--- src/pkg/tcc_pkg.sv ---
// Purpose: constants for the timer capture/compare channel block
// Assumes: Avalon-MM word registers, 25 MHz system clock
// Notes: byte addresses are four times the printed register index
package tcc_pkg;
  // Register indices as printed; byte address is index times four
  localparam logic [7:0] IDX_CH0_LOW = 8'hDA;
  localparam logic [7:0] IDX_CH0_HIGH = 8'hDB;
  localparam logic [7:0] IDX_CH1_LOW = 8'hDC;
  localparam logic [7:0] IDX_CH1_HIGH = 8'hDD;
  localparam logic [7:0] IDX_CTL0 = 8'hE5;
  localparam logic [7:0] IDX_CTL1 = 8'hE6;
  localparam logic [7:0] IDX_TIMER = 8'hF0;
  localparam logic [7:0] IDX_IRQ_STAT = 8'hF1;
  localparam logic [7:0] IDX_IRQ_MASK = 8'hF2;
  localparam logic [7:0] IDX_COUNT = 8'hF3;
  // Control field positions
  localparam int SRC_SEL_BIT = 7;
  localparam int IRQ_EN_BIT = 6;
  localparam int ACT_LSB = 3;
  localparam int MODE_BIT = 2;
  localparam int EDGE_LSB = 0;
  // Reset values
  localparam logic [7:0] CTL_RESET = 8'h40;
  localparam logic [7:0] BYTE_RESET = 8'h00;
  localparam logic [15:0] CNT_ZERO = 16'h0000;
  // Output action codes
  localparam logic [2:0] ACT_SET = 3'h0;
  localparam logic [2:0] ACT_CLR = 3'h1;
  localparam logic [2:0] ACT_TOG = 3'h2;
  localparam logic [2:0] ACT_SET_UP = 3'h3;
  localparam logic [2:0] ACT_CLR_UP = 3'h4;
  localparam logic [2:0] ACT_SET_CH0 = 3'h5;
  localparam logic [2:0] ACT_CLR_CH0 = 3'h6;
  localparam logic [2:0] ACT_DSM = 3'h7;
  // Counting modes
  localparam logic [1:0] TM_STOP = 2'h0;
  localparam logic [1:0] TM_FREE = 2'h1;
  localparam logic [1:0] TM_MOD = 2'h2;
  localparam logic [1:0] TM_UPDN = 2'h3;
  // Modulator divide counts
  localparam logic [2:0] DSM_DIV_SLOW = 3'h7;
  localparam logic [2:0] DSM_DIV_FAST = 3'h3;
endpackage

--- src/design/tcc_channel.sv ---
// Purpose: one capture/compare channel output and capture logic
// Assumes: inputs synchronous to clk, tick marks a counter update
// Notes: the mode and edge fields come straight from the control byte
`timescale 1ns/10ps
module tcc_channel
(
  input wire logic clk,
  input wire logic rst_n,
  input wire logic tick,
  input wire logic [7:0] ctl,
  input wire logic [15:0] count,
  input wire logic down,
  input wire logic [15:0] cmp_val,
  input wire logic term_hit,
  input wire logic cap_in,
  input wire logic radio_evt,
  output logic out_level,
  output logic cap_evt,
  output logic cmp_evt
);
  logic out_r;
  logic out_nxt;
  logic cap_prev_r;
  logic [2:0] act;
  logic cmp_mode;
  logic [1:0] edge_sel;
  logic match;
  logic rise;
  logic fall;
  logic edge_hit;

  // Field decode
  assign act = ctl[tcc_pkg::ACT_LSB +: 3];
  assign cmp_mode = ctl[tcc_pkg::MODE_BIT];
  assign edge_sel = ctl[tcc_pkg::EDGE_LSB +: 2];
  assign match = tick && cmp_mode && (count == cmp_val); // see [RL19]
  assign rise = cap_in && !cap_prev_r;
  assign fall = !cap_in && cap_prev_r;
  // Radio events are already pulses, so every edge choice except none takes them
  assign edge_hit = ctl[tcc_pkg::SRC_SEL_BIT] ? radio_evt : // see [RL1]
    ((edge_sel[0] && rise) || (edge_sel[1] && fall)); // see [RL12]
  assign cap_evt = !cmp_mode && (edge_sel != 2'h0) && edge_hit; // see [RL11]
  assign cmp_evt = match;
  assign out_level = out_r;

  // Output action decode
  always_comb
  begin
    out_nxt = out_r;
    case (act)
      tcc_pkg::ACT_SET: if (match) out_nxt = 1'b1; // see [RL3]
      tcc_pkg::ACT_CLR: if (match) out_nxt = 1'b0; // see [RL3]
      tcc_pkg::ACT_TOG: if (match) out_nxt = !out_r; // see [RL3]
      tcc_pkg::ACT_SET_UP:
      begin
        if (match) out_nxt = !down; // see [RL4]
        else if (tick && cmp_mode && count == tcc_pkg::CNT_ZERO && !down) out_nxt = 1'b0;
      end
      tcc_pkg::ACT_CLR_UP:
      begin
        if (match) out_nxt = down; // see [RL5]
        else if (tick && cmp_mode && count == tcc_pkg::CNT_ZERO && !down) out_nxt = 1'b1;
      end
      tcc_pkg::ACT_SET_CH0:
      begin
        if (match) out_nxt = 1'b1; // see [RL7]
        else if (tick && cmp_mode && term_hit) out_nxt = 1'b0;
      end
      tcc_pkg::ACT_CLR_CH0:
      begin
        if (match) out_nxt = 1'b0; // see [RL8]
        else if (tick && cmp_mode && term_hit) out_nxt = 1'b1;
      end
      default: out_nxt = out_r;
    endcase
  end

  // Output and edge history
  always_ff @(posedge clk or negedge rst_n)
  begin
    if (!rst_n)
    begin
      out_r <= 1'b0;
      cap_prev_r <= 1'b0;
    end
    else
    begin
      out_r <= out_nxt;
      cap_prev_r <= cap_in;
    end
  end
endmodule

--- src/design/tcc_top.sv ---
// Purpose: timer capture/compare channels 0 and 1 with delta-sigma output
// Assumes: Avalon-MM slave, one 25 MHz clock, synchronous pin inputs
// Notes: a small internal counter stands in for the shared timer counter
//
// Summary of operation
// [RL1] Capture source: pin or enabled radio events
// [RL2] Channel interrupt mask resets enabled
// [RL3] Codes 000/001/010 set, clear, toggle
// [RL4] Code 011 set up-match, clear zero/down
// [RL5] Code 100 clear up-match, set zero/down
// [RL6] Software avoids channel 0 codes 101-111
// [RL7] Channel 1 code 101: set own, clear ch0
// [RL8] Channel 1 code 110: clear own, set ch0
// [RL9] Code 111 modulator; speed 1/8 or 1/4
// [RL10] Edge field sets interpolator and shaping
// [RL11] Mode bit: 0 capture, 1 compare
// [RL12] Edge field: none, rise, fall, both
// [RL13] Channel 0 value as two bytes
// [RL14] Channel 0 value sets modulator sample rate
// [RL15] Samples signed, two low bits ignored
// [RL16] Channel events set own pending flag
// [RL17] Up/down counts zero to value and back
// [RL18] Capture copies counter into value register
// [RL19] Compare evaluated once per counter update
`timescale 1ns/10ps
module tcc_top
(
  input wire logic SYS_CLK,
  input wire logic RST_N,
  input wire logic [9:0] AVS_ADDRESS,
  input wire logic AVS_READ,
  input wire logic AVS_WRITE,
  input wire logic [31:0] AVS_WRITEDATA,
  input wire logic [3:0] AVS_BYTEENABLE,
  output logic [31:0] AVS_READDATA,
  output logic AVS_WAITREQUEST,
  input wire logic [1:0] CAP_IN,
  input wire logic RADIO_EVT,
  output logic [1:0] CMP_OUT,
  output logic IRQ
);
  typedef enum logic [1:0] {BUS_IDLE, BUS_DONE} tcc_bus_t;
  tcc_bus_t bus_r;
  tcc_bus_t bus_nxt;
  logic [7:0] ctl0_r;
  logic [7:0] ctl1_r;
  logic [15:0] val0_r;
  logic [15:0] val1_r;
  logic [7:0] timer_r;
  logic [1:0] stat_r;
  logic [1:0] mask_r;
  logic [15:0] cnt_r;
  logic down_r;
  logic [2:0] dsm_div_r;
  logic [15:0] acc_r;
  logic [13:0] sample_r;
  logic [13:0] interp_r;
  logic dsm_bit_r;
  logic dsm_prev_r;
  logic [31:0] rdata_r;
  logic [7:0] rdata_nxt;
  logic [7:0] idx;
  logic wr_go;
  logic rd_go;
  logic [7:0] wbyte;
  logic tick;
  logic [1:0] tmode;
  logic [15:0] cnt_nxt;
  logic down_nxt;
  logic term_hit;
  logic dsm_on;
  logic dsm_step;
  logic [2:0] dsm_lim;
  logic [15:0] acc_sum;
  logic [13:0] dsm_in;
  logic dsm_out;
  logic [1:0] out_raw;
  logic [1:0] cap_evt;
  logic [1:0] cmp_evt;
  logic [1:0] chan_evt;
  logic [1:0] gated_evt;

  // Bus decode; unmapped reads answer zero and writes are dropped
  assign idx = AVS_ADDRESS[9:2];
  assign wbyte = AVS_WRITEDATA[7:0];
  // Writes land at the edge where waitrequest is seen low
  assign wr_go = AVS_WRITE && bus_r == BUS_DONE && AVS_BYTEENABLE[0];
  assign rd_go = AVS_READ && bus_r == BUS_IDLE;
  assign AVS_WAITREQUEST = (AVS_READ || AVS_WRITE) && bus_r == BUS_IDLE;
  assign AVS_READDATA = rdata_r;

  // Read mux
  always_comb
  begin
    case (idx)
      tcc_pkg::IDX_CH0_LOW: rdata_nxt = val0_r[7:0];
      tcc_pkg::IDX_CH0_HIGH: rdata_nxt = val0_r[15:8];
      tcc_pkg::IDX_CH1_LOW: rdata_nxt = val1_r[7:0];
      tcc_pkg::IDX_CH1_HIGH: rdata_nxt = val1_r[15:8];
      tcc_pkg::IDX_CTL0: rdata_nxt = ctl0_r;
      tcc_pkg::IDX_CTL1: rdata_nxt = ctl1_r;
      tcc_pkg::IDX_TIMER: rdata_nxt = timer_r;
      tcc_pkg::IDX_IRQ_STAT: rdata_nxt = {6'h00, stat_r};
      tcc_pkg::IDX_IRQ_MASK: rdata_nxt = {6'h00, mask_r};
      tcc_pkg::IDX_COUNT: rdata_nxt = {dsm_out, 7'h00};
      default: rdata_nxt = 8'h00;
    endcase
  end

  // One wait cycle then the answer cycle
  always_comb
  begin
    bus_nxt = BUS_IDLE;
    case (bus_r)
      BUS_IDLE: if (AVS_READ || AVS_WRITE) bus_nxt = BUS_DONE;
      BUS_DONE: bus_nxt = BUS_IDLE;
      default: bus_nxt = BUS_IDLE;
    endcase
  end

  always_ff @(posedge SYS_CLK or negedge RST_N)
  begin
    if (!RST_N)
    begin
      bus_r <= BUS_IDLE;
      rdata_r <= 32'h0000_0000;
    end
    else
    begin
      bus_r <= bus_nxt;
      if (rd_go) rdata_r <= {24'h000000, rdata_nxt};
    end
  end

  // Counter: tick on every clock while running; prescaling lives elsewhere
  assign tmode = timer_r[1:0];
  assign tick = tmode != tcc_pkg::TM_STOP;
  assign term_hit = cnt_r == val0_r;

  always_comb
  begin
    cnt_nxt = cnt_r;
    down_nxt = down_r;
    case (tmode)
      tcc_pkg::TM_FREE: cnt_nxt = cnt_r + 16'h0001;
      tcc_pkg::TM_MOD: cnt_nxt = term_hit ? tcc_pkg::CNT_ZERO : cnt_r + 16'h0001;
      tcc_pkg::TM_UPDN:
      begin
        // Turn around at the channel 0 value and at zero, see [RL17]
        if (!down_r && term_hit)
        begin
          down_nxt = cnt_r != tcc_pkg::CNT_ZERO;
          cnt_nxt = down_nxt ? cnt_r - 16'h0001 : cnt_r;
        end
        else if (down_r && cnt_r == 16'h0001)
        begin
          down_nxt = 1'b0;
          cnt_nxt = tcc_pkg::CNT_ZERO;
        end
        else
          cnt_nxt = down_r ? cnt_r - 16'h0001 : cnt_r + 16'h0001;
      end
      default: cnt_nxt = cnt_r;
    endcase
  end

  always_ff @(posedge SYS_CLK or negedge RST_N)
  begin
    if (!RST_N)
    begin
      cnt_r <= tcc_pkg::CNT_ZERO;
      down_r <= 1'b0;
    end
    else
    begin
      cnt_r <= cnt_nxt;
      down_r <= down_nxt;
    end
  end

  // Modulator: speed from mode bit, sample rate from channel 0 value
  assign dsm_on = ctl1_r[tcc_pkg::ACT_LSB +: 3] == tcc_pkg::ACT_DSM; // see [RL9]
  assign dsm_lim = ctl1_r[tcc_pkg::MODE_BIT] ? tcc_pkg::DSM_DIV_FAST : tcc_pkg::DSM_DIV_SLOW; // see [RL9]
  assign dsm_step = dsm_on && dsm_div_r == dsm_lim;
  // Interpolator smooths between samples; off means the raw sample, see [RL10]
  assign dsm_in = ctl1_r[1] ? sample_r : interp_r;
  // Sample taken with two low bits dropped, output bit fed back, see [RL15]
  assign acc_sum = acc_r + {{2{dsm_in[13]}}, dsm_in} - (dsm_bit_r ? 16'h2000 : 16'hE000);
  // Shaping drops single-step high pulses; off is the raw bit, see [RL10]
  assign dsm_out = ctl1_r[0] ? dsm_bit_r : (dsm_bit_r && dsm_prev_r);

  always_ff @(posedge SYS_CLK or negedge RST_N)
  begin
    if (!RST_N)
    begin
      dsm_div_r <= 3'h0;
      acc_r <= 16'h0000;
      sample_r <= 14'h0000;
      interp_r <= 14'h0000;
      dsm_bit_r <= 1'b0;
      dsm_prev_r <= 1'b0;
    end
    else
    begin
      dsm_div_r <= (!dsm_on || dsm_step) ? 3'h0 : dsm_div_r + 3'h1;
      // New sample at each channel 0 terminal count, see [RL14]
      if (dsm_on && tick && term_hit) sample_r <= val1_r[15:2];
      if (dsm_step)
      begin
        interp_r <= interp_r + 14'($signed({sample_r[13], sample_r} - {interp_r[13], interp_r}) >>> 3);
        acc_r <= acc_sum;
        dsm_bit_r <= !acc_sum[15];
        dsm_prev_r <= dsm_bit_r;
      end
    end
  end

  // Channels
  tcc_channel u_ch0
  (
    .clk(SYS_CLK),
    .rst_n(RST_N),
    .tick(tick),
    .ctl(ctl0_r),
    .count(cnt_r),
    .down(down_r),
    .cmp_val(val0_r),
    .term_hit(term_hit),
    .cap_in(CAP_IN[0]),
    .radio_evt(RADIO_EVT),
    .out_level(out_raw[0]),
    .cap_evt(cap_evt[0]),
    .cmp_evt(cmp_evt[0])
  );

  tcc_channel u_ch1
  (
    .clk(SYS_CLK),
    .rst_n(RST_N),
    .tick(tick),
    .ctl(ctl1_r),
    .count(cnt_r),
    .down(down_r),
    .cmp_val(val1_r),
    .term_hit(term_hit),
    .cap_in(CAP_IN[1]),
    .radio_evt(RADIO_EVT),
    .out_level(out_raw[1]),
    .cap_evt(cap_evt[1]),
    .cmp_evt(cmp_evt[1])
  );

  assign CMP_OUT = {dsm_on ? dsm_out : out_raw[1], out_raw[0]};
  // Channel 1 in modulator mode raises no compare or capture event
  assign chan_evt = {!dsm_on && (cap_evt[1] || cmp_evt[1]), cap_evt[0] || cmp_evt[0]};
  assign gated_evt = chan_evt & {ctl1_r[tcc_pkg::IRQ_EN_BIT], ctl0_r[tcc_pkg::IRQ_EN_BIT]}; // see [RL2]
  assign IRQ = |(stat_r & mask_r);

  // Register writes, captures and sticky flags
  always_ff @(posedge SYS_CLK or negedge RST_N)
  begin
    if (!RST_N)
    begin
      ctl0_r <= tcc_pkg::CTL_RESET; // see [RL2]
      ctl1_r <= tcc_pkg::CTL_RESET;
      val0_r <= {tcc_pkg::BYTE_RESET, tcc_pkg::BYTE_RESET}; // see [RL13]
      val1_r <= {tcc_pkg::BYTE_RESET, tcc_pkg::BYTE_RESET};
      timer_r <= tcc_pkg::BYTE_RESET;
      stat_r <= 2'h0;
      mask_r <= 2'h3;
    end
    else
    begin
      if (wr_go && idx == tcc_pkg::IDX_CH0_LOW) val0_r[7:0] <= wbyte; // see [RL13]
      if (wr_go && idx == tcc_pkg::IDX_CH0_HIGH) val0_r[15:8] <= wbyte; // see [RL13]
      if (wr_go && idx == tcc_pkg::IDX_CH1_LOW) val1_r[7:0] <= wbyte;
      if (wr_go && idx == tcc_pkg::IDX_CH1_HIGH) val1_r[15:8] <= wbyte;
      if (wr_go && idx == tcc_pkg::IDX_CTL0) ctl0_r <= wbyte;
      if (wr_go && idx == tcc_pkg::IDX_CTL1) ctl1_r <= wbyte;
      if (wr_go && idx == tcc_pkg::IDX_TIMER) timer_r <= wbyte;
      if (wr_go && idx == tcc_pkg::IDX_IRQ_MASK) mask_r <= wbyte[1:0];
      // Capture wins over a same-cycle software write
      if (cap_evt[0]) val0_r <= cnt_r; // see [RL18]
      if (cap_evt[1] && !dsm_on) val1_r <= cnt_r; // see [RL18]
      // Write one clears; a new event in the same cycle wins, see [RL16]
      if (wr_go && idx == tcc_pkg::IDX_IRQ_STAT)
        stat_r <= (stat_r & ~wbyte[1:0]) | gated_evt;
      else
        stat_r <= stat_r | gated_evt;
    end
  end
endmodule

--- config.mk ---
export PLATFORM = sky130hd
export DESIGN_NAME = tcc_top
export DESIGN_NICKNAME = d
export VERILOG_FILES = /design/src/pkg/tcc_pkg.sv /design/src/design/tcc_channel.sv /design/src/design/tcc_top.sv
export SDC_FILE = /design/constraint.sdc
export NUM_CORES = 1
export LEC_CHECK = 0
export CAP_MARGIN = 10
export CORE_MARGIN = 2
export CORE_UTILIZATION = 49
export DETAILED_ROUTE_END_ITERATION = 6
export DONT_BUFFER_PORTS = 1
export PLACE_DENSITY = 0.64
export SYNTH_ARGS = -nofsm -noshare
export SYNTH_HDL_FRONTEND = slang
export SYNTH_HIERARCHICAL = 1
export SYNTH_SLANG_ARGS = --single-unit
export TNS_END_PERCENT = 100
--- constraint.sdc ---
create_clock -name SYS_CLK -period 4.8 [get_ports SYS_CLK]
set_input_delay 0.24 -clock SYS_CLK [delete_from_list [all_inputs] [get_ports SYS_CLK]]
set_output_delay 0.24 -clock SYS_CLK [all_outputs]
set_load 0.005 [all_outputs]
==> flow_summary_export.csv, run 1 <==
group,metric,value,unit
drt,drt-total-wl,27.4,mm
power_and_ir_drop,leakage,5.08,nW
yosys,synth_mux_area_share,10.0,%
power_and_ir_drop,power.density,268,mW/mm^2
yosys,synth_top_family_by_area,"simple AND/OR/NAND/NOR gates",
setup_path,crit_path_end_kind,"register",
timing,final_hold_viol_count,0,
clock_tree,cts_sinks,139,
floorplan,start_util,50.1,%
final_layout,seqCellArea,0.00348,mm^2
floorplan,rows,53,
clock_tree,clk_latency,0.43,ns
placed_design,placed_area,0.0106,mm^2
timing,rsz0062_at_grt,"no",
yosys,synth_compound_area_share,16.3,%
floorplan,die_y,151,um
global_route,grtUsageTotal,24.8,%
global_route,antenna_found_initial,1,
placed_design,portBuffers,0,
yosys,synth_edf_count,0,
final_layout,finalNonFillerCells,1455,
drt,dr.pass1.iters,7,
timing,final.period_utilization,84.2,%
drt,drc,0,
yosys,synth_top_cell_by_area,"dfrtp_1",
final_layout,final_cell_mix,"135 x dfrtp_1, 127 x nand2_1, 88 x o21ai_0, 75 x inv_1, 63 x ha_1",
setup_path,cp_num_buf_inv,1,
floorplan,die_w,151,um
setup_path,cpPeakStageDelay,0.43,ns
final_layout,drive_gt1_share,10.6,%
timing,period_needed,4.04,ns
yosys,ys_types,93,
drt,routed_via_density,5.95,
floorplan,dieArea,0.0227,mm^2
floorplan,io_pins,89,
global_route,grt_pass1_wl,43.8,mm
status,status,"complete, no violations",
setup_path,crit_fanout,4,
yosys,syn_area_per_cell,8.92,um^2
final_layout,utilization,53.7,%
clock_tree,cts_htree_levels,4,
drt,num_vias,8651,
timing,final.setup.tns,0,ns
yosys,seq_area_frac_synth,33.0,%
yosys,synthAdderAreaFrac,7.85,%
setup_path,critPathLaunchType,"register",
clock_tree,clkSlewWorstSetupHoldPaths,0.07,ns
worst_hold_path,hold_path.class,"input pin to register",
timing,setup_viol_count_final,0,
final_layout,multi_input_area,0.00640,mm^2
timing,finClkSkew,0.0141,ns
drt,detail-route-antenna-nets,0,
final_layout,final_common_cell,"dfrtp_1",
timing,clock.fmax,248,MHz
yosys,synthTopCellsByArea,"dfrtp_1 32%, ha_1 7.5%, mux2i_1 5.3%, mux2_2 4.7%, nand2_1 4.5%",
placed_design,place_inst,1409,
yosys,netlist.area_leader.share,32.0,%
flow_run,cap_violations,0,
yosys,ys_warn_count,6,
timing,drv_slew,0,
clock_tree,cts_tree,"done",
global_route,grt_max_degree,140,
clock_tree,cts_inserted_buffers,17,
yosys,synth-xor-area-share,6.64,%
setup_path,worst-setup-path-type,"register to register",
timing,tightest_slew,1.19,ns
placed_design,dp_slack,0.778,ns
final_layout,nNetsFinal,1284,
floorplan,core_area,0.0211,mm^2
setup_path,path_delay_family,"compound AO/OA/AOI/OAI gates",
setup_path,path_cells,"inv_1, ha_1, a2111oi_2, nor3b_1, o21a_1, o21ai_0, nand2b_1, a21oi_1, xnor2_1, ha_1, nor3_1, o21ai_0, and3_1, nor3_1, o31ai_1, or2_2, mux2i_1, xnor2_1",
timing,timing.final.ws_setup,0.761,ns
placed_design,routabilityCongestion,0.911,
yosys,synth.cell_area,0.0106,mm^2
drt,drt_iter0_drc,809,
drt,wl_per_cell,18.8,um
clock_tree,cts_max_path_buffers,2,
clock_tree,cts_root_buf,"clkbuf_16",
clock_tree,cts_resized,0,
yosys,synth_seq_cells,139,
yosys,netlist_instances,1183,
timing,slew_headroom,20.6,%
global_route,grt-ovfl-total,0,
final_layout,finalInstanceArea,0.0113,mm^2
setup_path,slowest_stage,"dfrtp_1",
power_and_ir_drop,total_power,3.04,mW
timing,timing.hold.ws,0.0102,ns
global_route,grt_pass1_vias,8114,
placed_design,hpwl,18.8,mm
power_and_ir_drop,vdd_drop_max,0.202,mV
yosys,synth-simple-area-share,18.9,%
final_layout,syn_to_final_growth,7.19,%
final_layout,n_fill_cell,1928,
yosys,async_flop_share,100,%
yosys,ys.flop_type,"dfrtp_1",
setup_path,crit_required,5.15,ns
setup_path,arrival,4.39,ns
flip-flops by register name, summed over array words and instances (netlist names), 2 cells and up:
signal and count:
stat_r 2, val0_r 16, cnt_r 16, acc_r 16, ctl0_r 8, timer_r 8
val1_r 16, mask_r 2, AVS_READDATA 8, interp_r 14, ctl1_r 8, dsm_div_r 3
sample_r 14
path summary, 6_finish.rpt:
path,cells after the start,slack (ns),from,to
worst min register to register,1,0.44,dsm_div_r[0],dsm_div_r[0]
max in group asynchronous,2,3.76,RST_N,stat_r[0]
worst max register to register,18,0.76,interp_r[1],interp_r[13]
min in group asynchronous,2,0.46,RST_N,acc_r[0]
worst max-delay path,18,0.76,interp_r[1],interp_r[13]
worst min-delay path,2,0.01,AVS_WRITE,bus_r[0]
per-layer routing:
metal  track usage (%)  vias to the layer above  wire [um]
met1              33.6                     4167      12200
met2              40.8                      274      13200
met5                 0                        -          0
li1                  -                     4166          -
met4              6.64                        0        494
met3              4.85                       44       1500
where the power goes:
| part | internal, mW | switching [mW] | leakage (nW) |
|---|---|---|---|
| combinational | 0.172 | 0.275 | 2.88 |
| sequential | 1.19 | 0.0777 | 1.91 |
| clock | 0.733 | 0.587 | 0.284 |
| total | 2.10 | 0.939 | 5.08 |
synth_stat cells (all sizes together) (9+ instances only):
| master | instances |
|---|---|
| nor4 | 20 |
| buf | 58 |
| nor2b | 17 |
| o21ai | 108 |
| xor2 | 49 |
| inv | 76 |
| clkbuf | 24 |
| and3 | 16 |
| mux2 | 44 |
| a21oi | 44 |
| nand3 | 39 |
| o211ai | 10 |
| xnor2 | 31 |
| nor3 | 29 |
| ha | 63 |
| nand4 | 9 |
| nand2b | 15 |
| nand2 | 127 |
| or3 | 9 |
| a211oi | 11 |
| mux2i | 56 |
| dfrtp | 135 |
| nor2 | 48 |
cell type report:
class                   instances  share of cell area, %
diodes                          1                 0.0221
clock buffers                  17                   3.76
clock inverters                15                   1.35
inverters                      76                   2.52
multi-input cells             909                   56.6
flip-flops and latches        139                   30.8
well taps                     275                   3.04
repair buffers                 23                   1.97
kinds of logic after synthesis:
logic type,after synthesis
compound gates,264
xor+xnor,80
fa+ha+maj,65
buf+inv,158
flops,139
mux,100
other cells,1
simple gates,376
what timing repair did:
item	CTS	global route
endpoints found under the hold margin	169	0
setup buffers	0	0
hold buffers	13	0
Note: power is estimated with default switching activity, not from simulation.
==> inputs of run 2 (changes only) <==
clock period = 4.21 ns   (was 4.8 ns; I/O delays follow)
==> run 2 against run 1 <==
Hold slack improved by 0.00083 ns. Clock power rose by 13%. Clock skew is 0.0022 ns higher. Largest cell class unchanged.
==> flow_summary_export.csv, run 2 (synthesis results as in run 1) <==
group,metric,value,unit
timing,clock.fmax,260,MHz
power_and_ir_drop,comb_power_share,14.9,%
placed_design,portBuffers,0,
timing,period_needed,3.85,ns
timing,final_hold_viol_count,0,
final_layout,final_cell_mix,"135 x dfrtp_1, 127 x nand2_1, 87 x o21ai_0, 75 x inv_1, 63 x ha_1",
setup_path,worst-setup-path-type,"register to register",
timing,finClkSkew,0.0163,ns
global_route,grt-ovfl-total,0,
setup_path,cpPeakStageDelay,0.42,ns
power_and_ir_drop,leakage,5.12,nW
final_layout,drive_gt1_share,11.3,%
setup_path,crit_path_end_kind,"register",
timing,tightest_slew,1.20,ns
clock_tree,cts_inserted_buffers,17,
power_and_ir_drop,power.density,303,mW/mm^2
floorplan,start_util,50.1,%
power_and_ir_drop,swShare,30.6,%
final_layout,finalInstanceArea,0.0114,mm^2
final_layout,syn_to_final_growth,7.99,%
timing,timing.hold.ws,0.0110,ns
timing,slew_headroom,20.2,%
power_and_ir_drop,vdd_drop_max,0.294,mV
final_layout,finalNonFillerCells,1463,
power_and_ir_drop,p_switching,1.06,mW
clock_tree,cts_max_path_buffers,2,
placed_design,hpwl,18.9,mm
drt,detail-route-antenna-nets,0,
clock_tree,clk_latency,0.43,ns
drt,wl_per_cell,19.0,um
clock_tree,cts_htree_levels,4,
global_route,grt_pass1_vias,8147,
final_layout,nNetsFinal,1293,
setup_path,slowest_stage,"dfrtp_1",
floorplan,dieArea,0.0227,mm^2
clock_tree,cts_root_buf,"clkbuf_16",
drt,num_vias,8673,
clock_tree,cts_sinks,139,
timing,drv_slew,0,
placed_design,routabilityCongestion,0.915,
clock_tree,cts_tree,"done",
drt,routed_via_density,5.93,
setup_path,critPathLaunchType,"register",
floorplan,die_w,151,um
placed_design,placed_area,0.0106,mm^2
placed_design,place_inst,1417,
drt,drt-total-wl,27.8,mm
setup_path,crit_fanout,4,
final_layout,n_fill_cell,1899,
timing,final.setup.tns,0,ns
final_layout,final_common_cell,"dfrtp_1",
global_route,grt_use_met1,34.7,%
power_and_ir_drop,clkPwrFrac,43.2,%
floorplan,io_pins,89,
global_route,grt_util_met3,5.66,%
timing,final.period_utilization,91.5,%
drt,drt_iter0_drc,771,
clock_tree,clkSlewWorstSetupHoldPaths,0.07,ns
setup_path,arrival,4.20,ns
clock_tree,post_cts_buffers,0,
power_and_ir_drop,internal_power,2.40,mW
status,status,"complete, no violations",
drt,dr.pass1.iters,5,
global_route,grtUsageTotal,25.5,%
floorplan,die_y,151,um
floorplan,core_area,0.0211,mm^2
global_route,grt_max_degree,140,
final_layout,diodes,0,
global_route,antenna_found_initial,0,
worst_hold_path,hold_path.class,"input pin to register",
power_and_ir_drop,pwr-share-seq,41.9,%
global_route,busiest_layer,"met2",
power_and_ir_drop,total_power,3.46,mW
floorplan,rows,53,
global_route,grtUsageMet2,40.4,%
drt,drc,0,
setup_path,crit_required,4.56,ns
global_route,grt_pass1_wl,44.5,mm
flow_run,cap_violations,0,
setup_path,path_cells,"inv_1, ha_1, a2111oi_4, nor3b_1, o21a_1, o21ai_1, nand2b_1, a21oi_1, xnor2_1, ha_1, o21ai_0, nand2b_1, and3_1, nor3_2, o31ai_1, or2_2, mux2i_1, xnor2_1",
timing,setup_viol_count_final,0,
-- run 2: path summary, 6_finish.rpt --
| kind | startpoint | end | slack [ns] | cells after the start |
|---|---|---|---|---|
| min | AVS_WRITEDATA[0] | val0_r[0] | 0.01 | 2 |
| min in group asynchronous | RST_N | cnt_r[5] | 0.47 | 2 |
| max in group asynchronous | RST_N | timer_r[3] | 3.21 | 2 |
| max | interp_r[1] | interp_r[13] | 0.36 | 18 |
| max reg2reg | interp_r[1] | interp_r[13] | 0.36 | 18 |
| min reg2reg | dsm_div_r[0] | dsm_div_r[0] | 0.44 | 1 |
-- run 2: repair_timing --
item                                    CTS  global route
endpoints found under the setup margin    0             1
gates resized for setup                   0             3
endpoints found under the hold margin   189             0
hold buffers                             14             0
-- run 2: power by group through the flow --
stage | Clock, mW | Sequential [mW] | Combinational (mW)
floorplan | 0 | 1.42 | 0.441
global placement | 0 | 1.47 | 0.452
detailed placement | 0 | 1.47 | 0.460
CTS | 1.51 | 1.44 | 0.513
global route | 1.58 | 1.45 | 0.584
finish | 1.49 | 1.45 | 0.516
-- run 2: per-stage QoR --
stage	util (%)	worst slack (ns)
2_1_floorplan	-	0.612
3_3_place_gp	50.5	0.283
3_5_place_dp	50.5	0.202
4_1_cts	54.0	0.194
5_1_grt	54.1	-0.00779
6_report	54.1	0.358
-- run 2: layout make-up --
| type | instances | area [um^2] | area share [%] |
|---|---|---|---|
| clock buffer | 18 | 439 | 3.85 |
| tap | 275 | 344 | 3.02 |
| multi-input combinational | 909 | 6420 | 56.3 |
| clock inverter | 14 | 138 | 1.21 |
| inverter | 76 | 285 | 2.50 |
| sequential | 139 | 3480 | 30.6 |
| timing repair buffer | 32 | 293 | 2.57 |
-- run 2: per-layer routing --
layer  part of all wire (%)  vias to the layer above
met1                     45                     4164
met5                      0                        -
met4                    2.5                        0
met3                    6.5                       38
met2                     46                      300
li1                       -                     4171
-- run 2: worst max-delay path, delay by kind of cell (launching register included) --
| family | cells | cell delay (ns) |
|---|---|---|
| compound gates | 6 | 1.15 |
| xor+xnor | 2 | 0.27 |
| fa+ha+maj | 2 | 0.62 |
| buf+inv | 1 | 0.08 |
| flops | 1 | 0.42 |
| mux | 1 | 0.17 |
| simple gates | 6 | 1.08 |
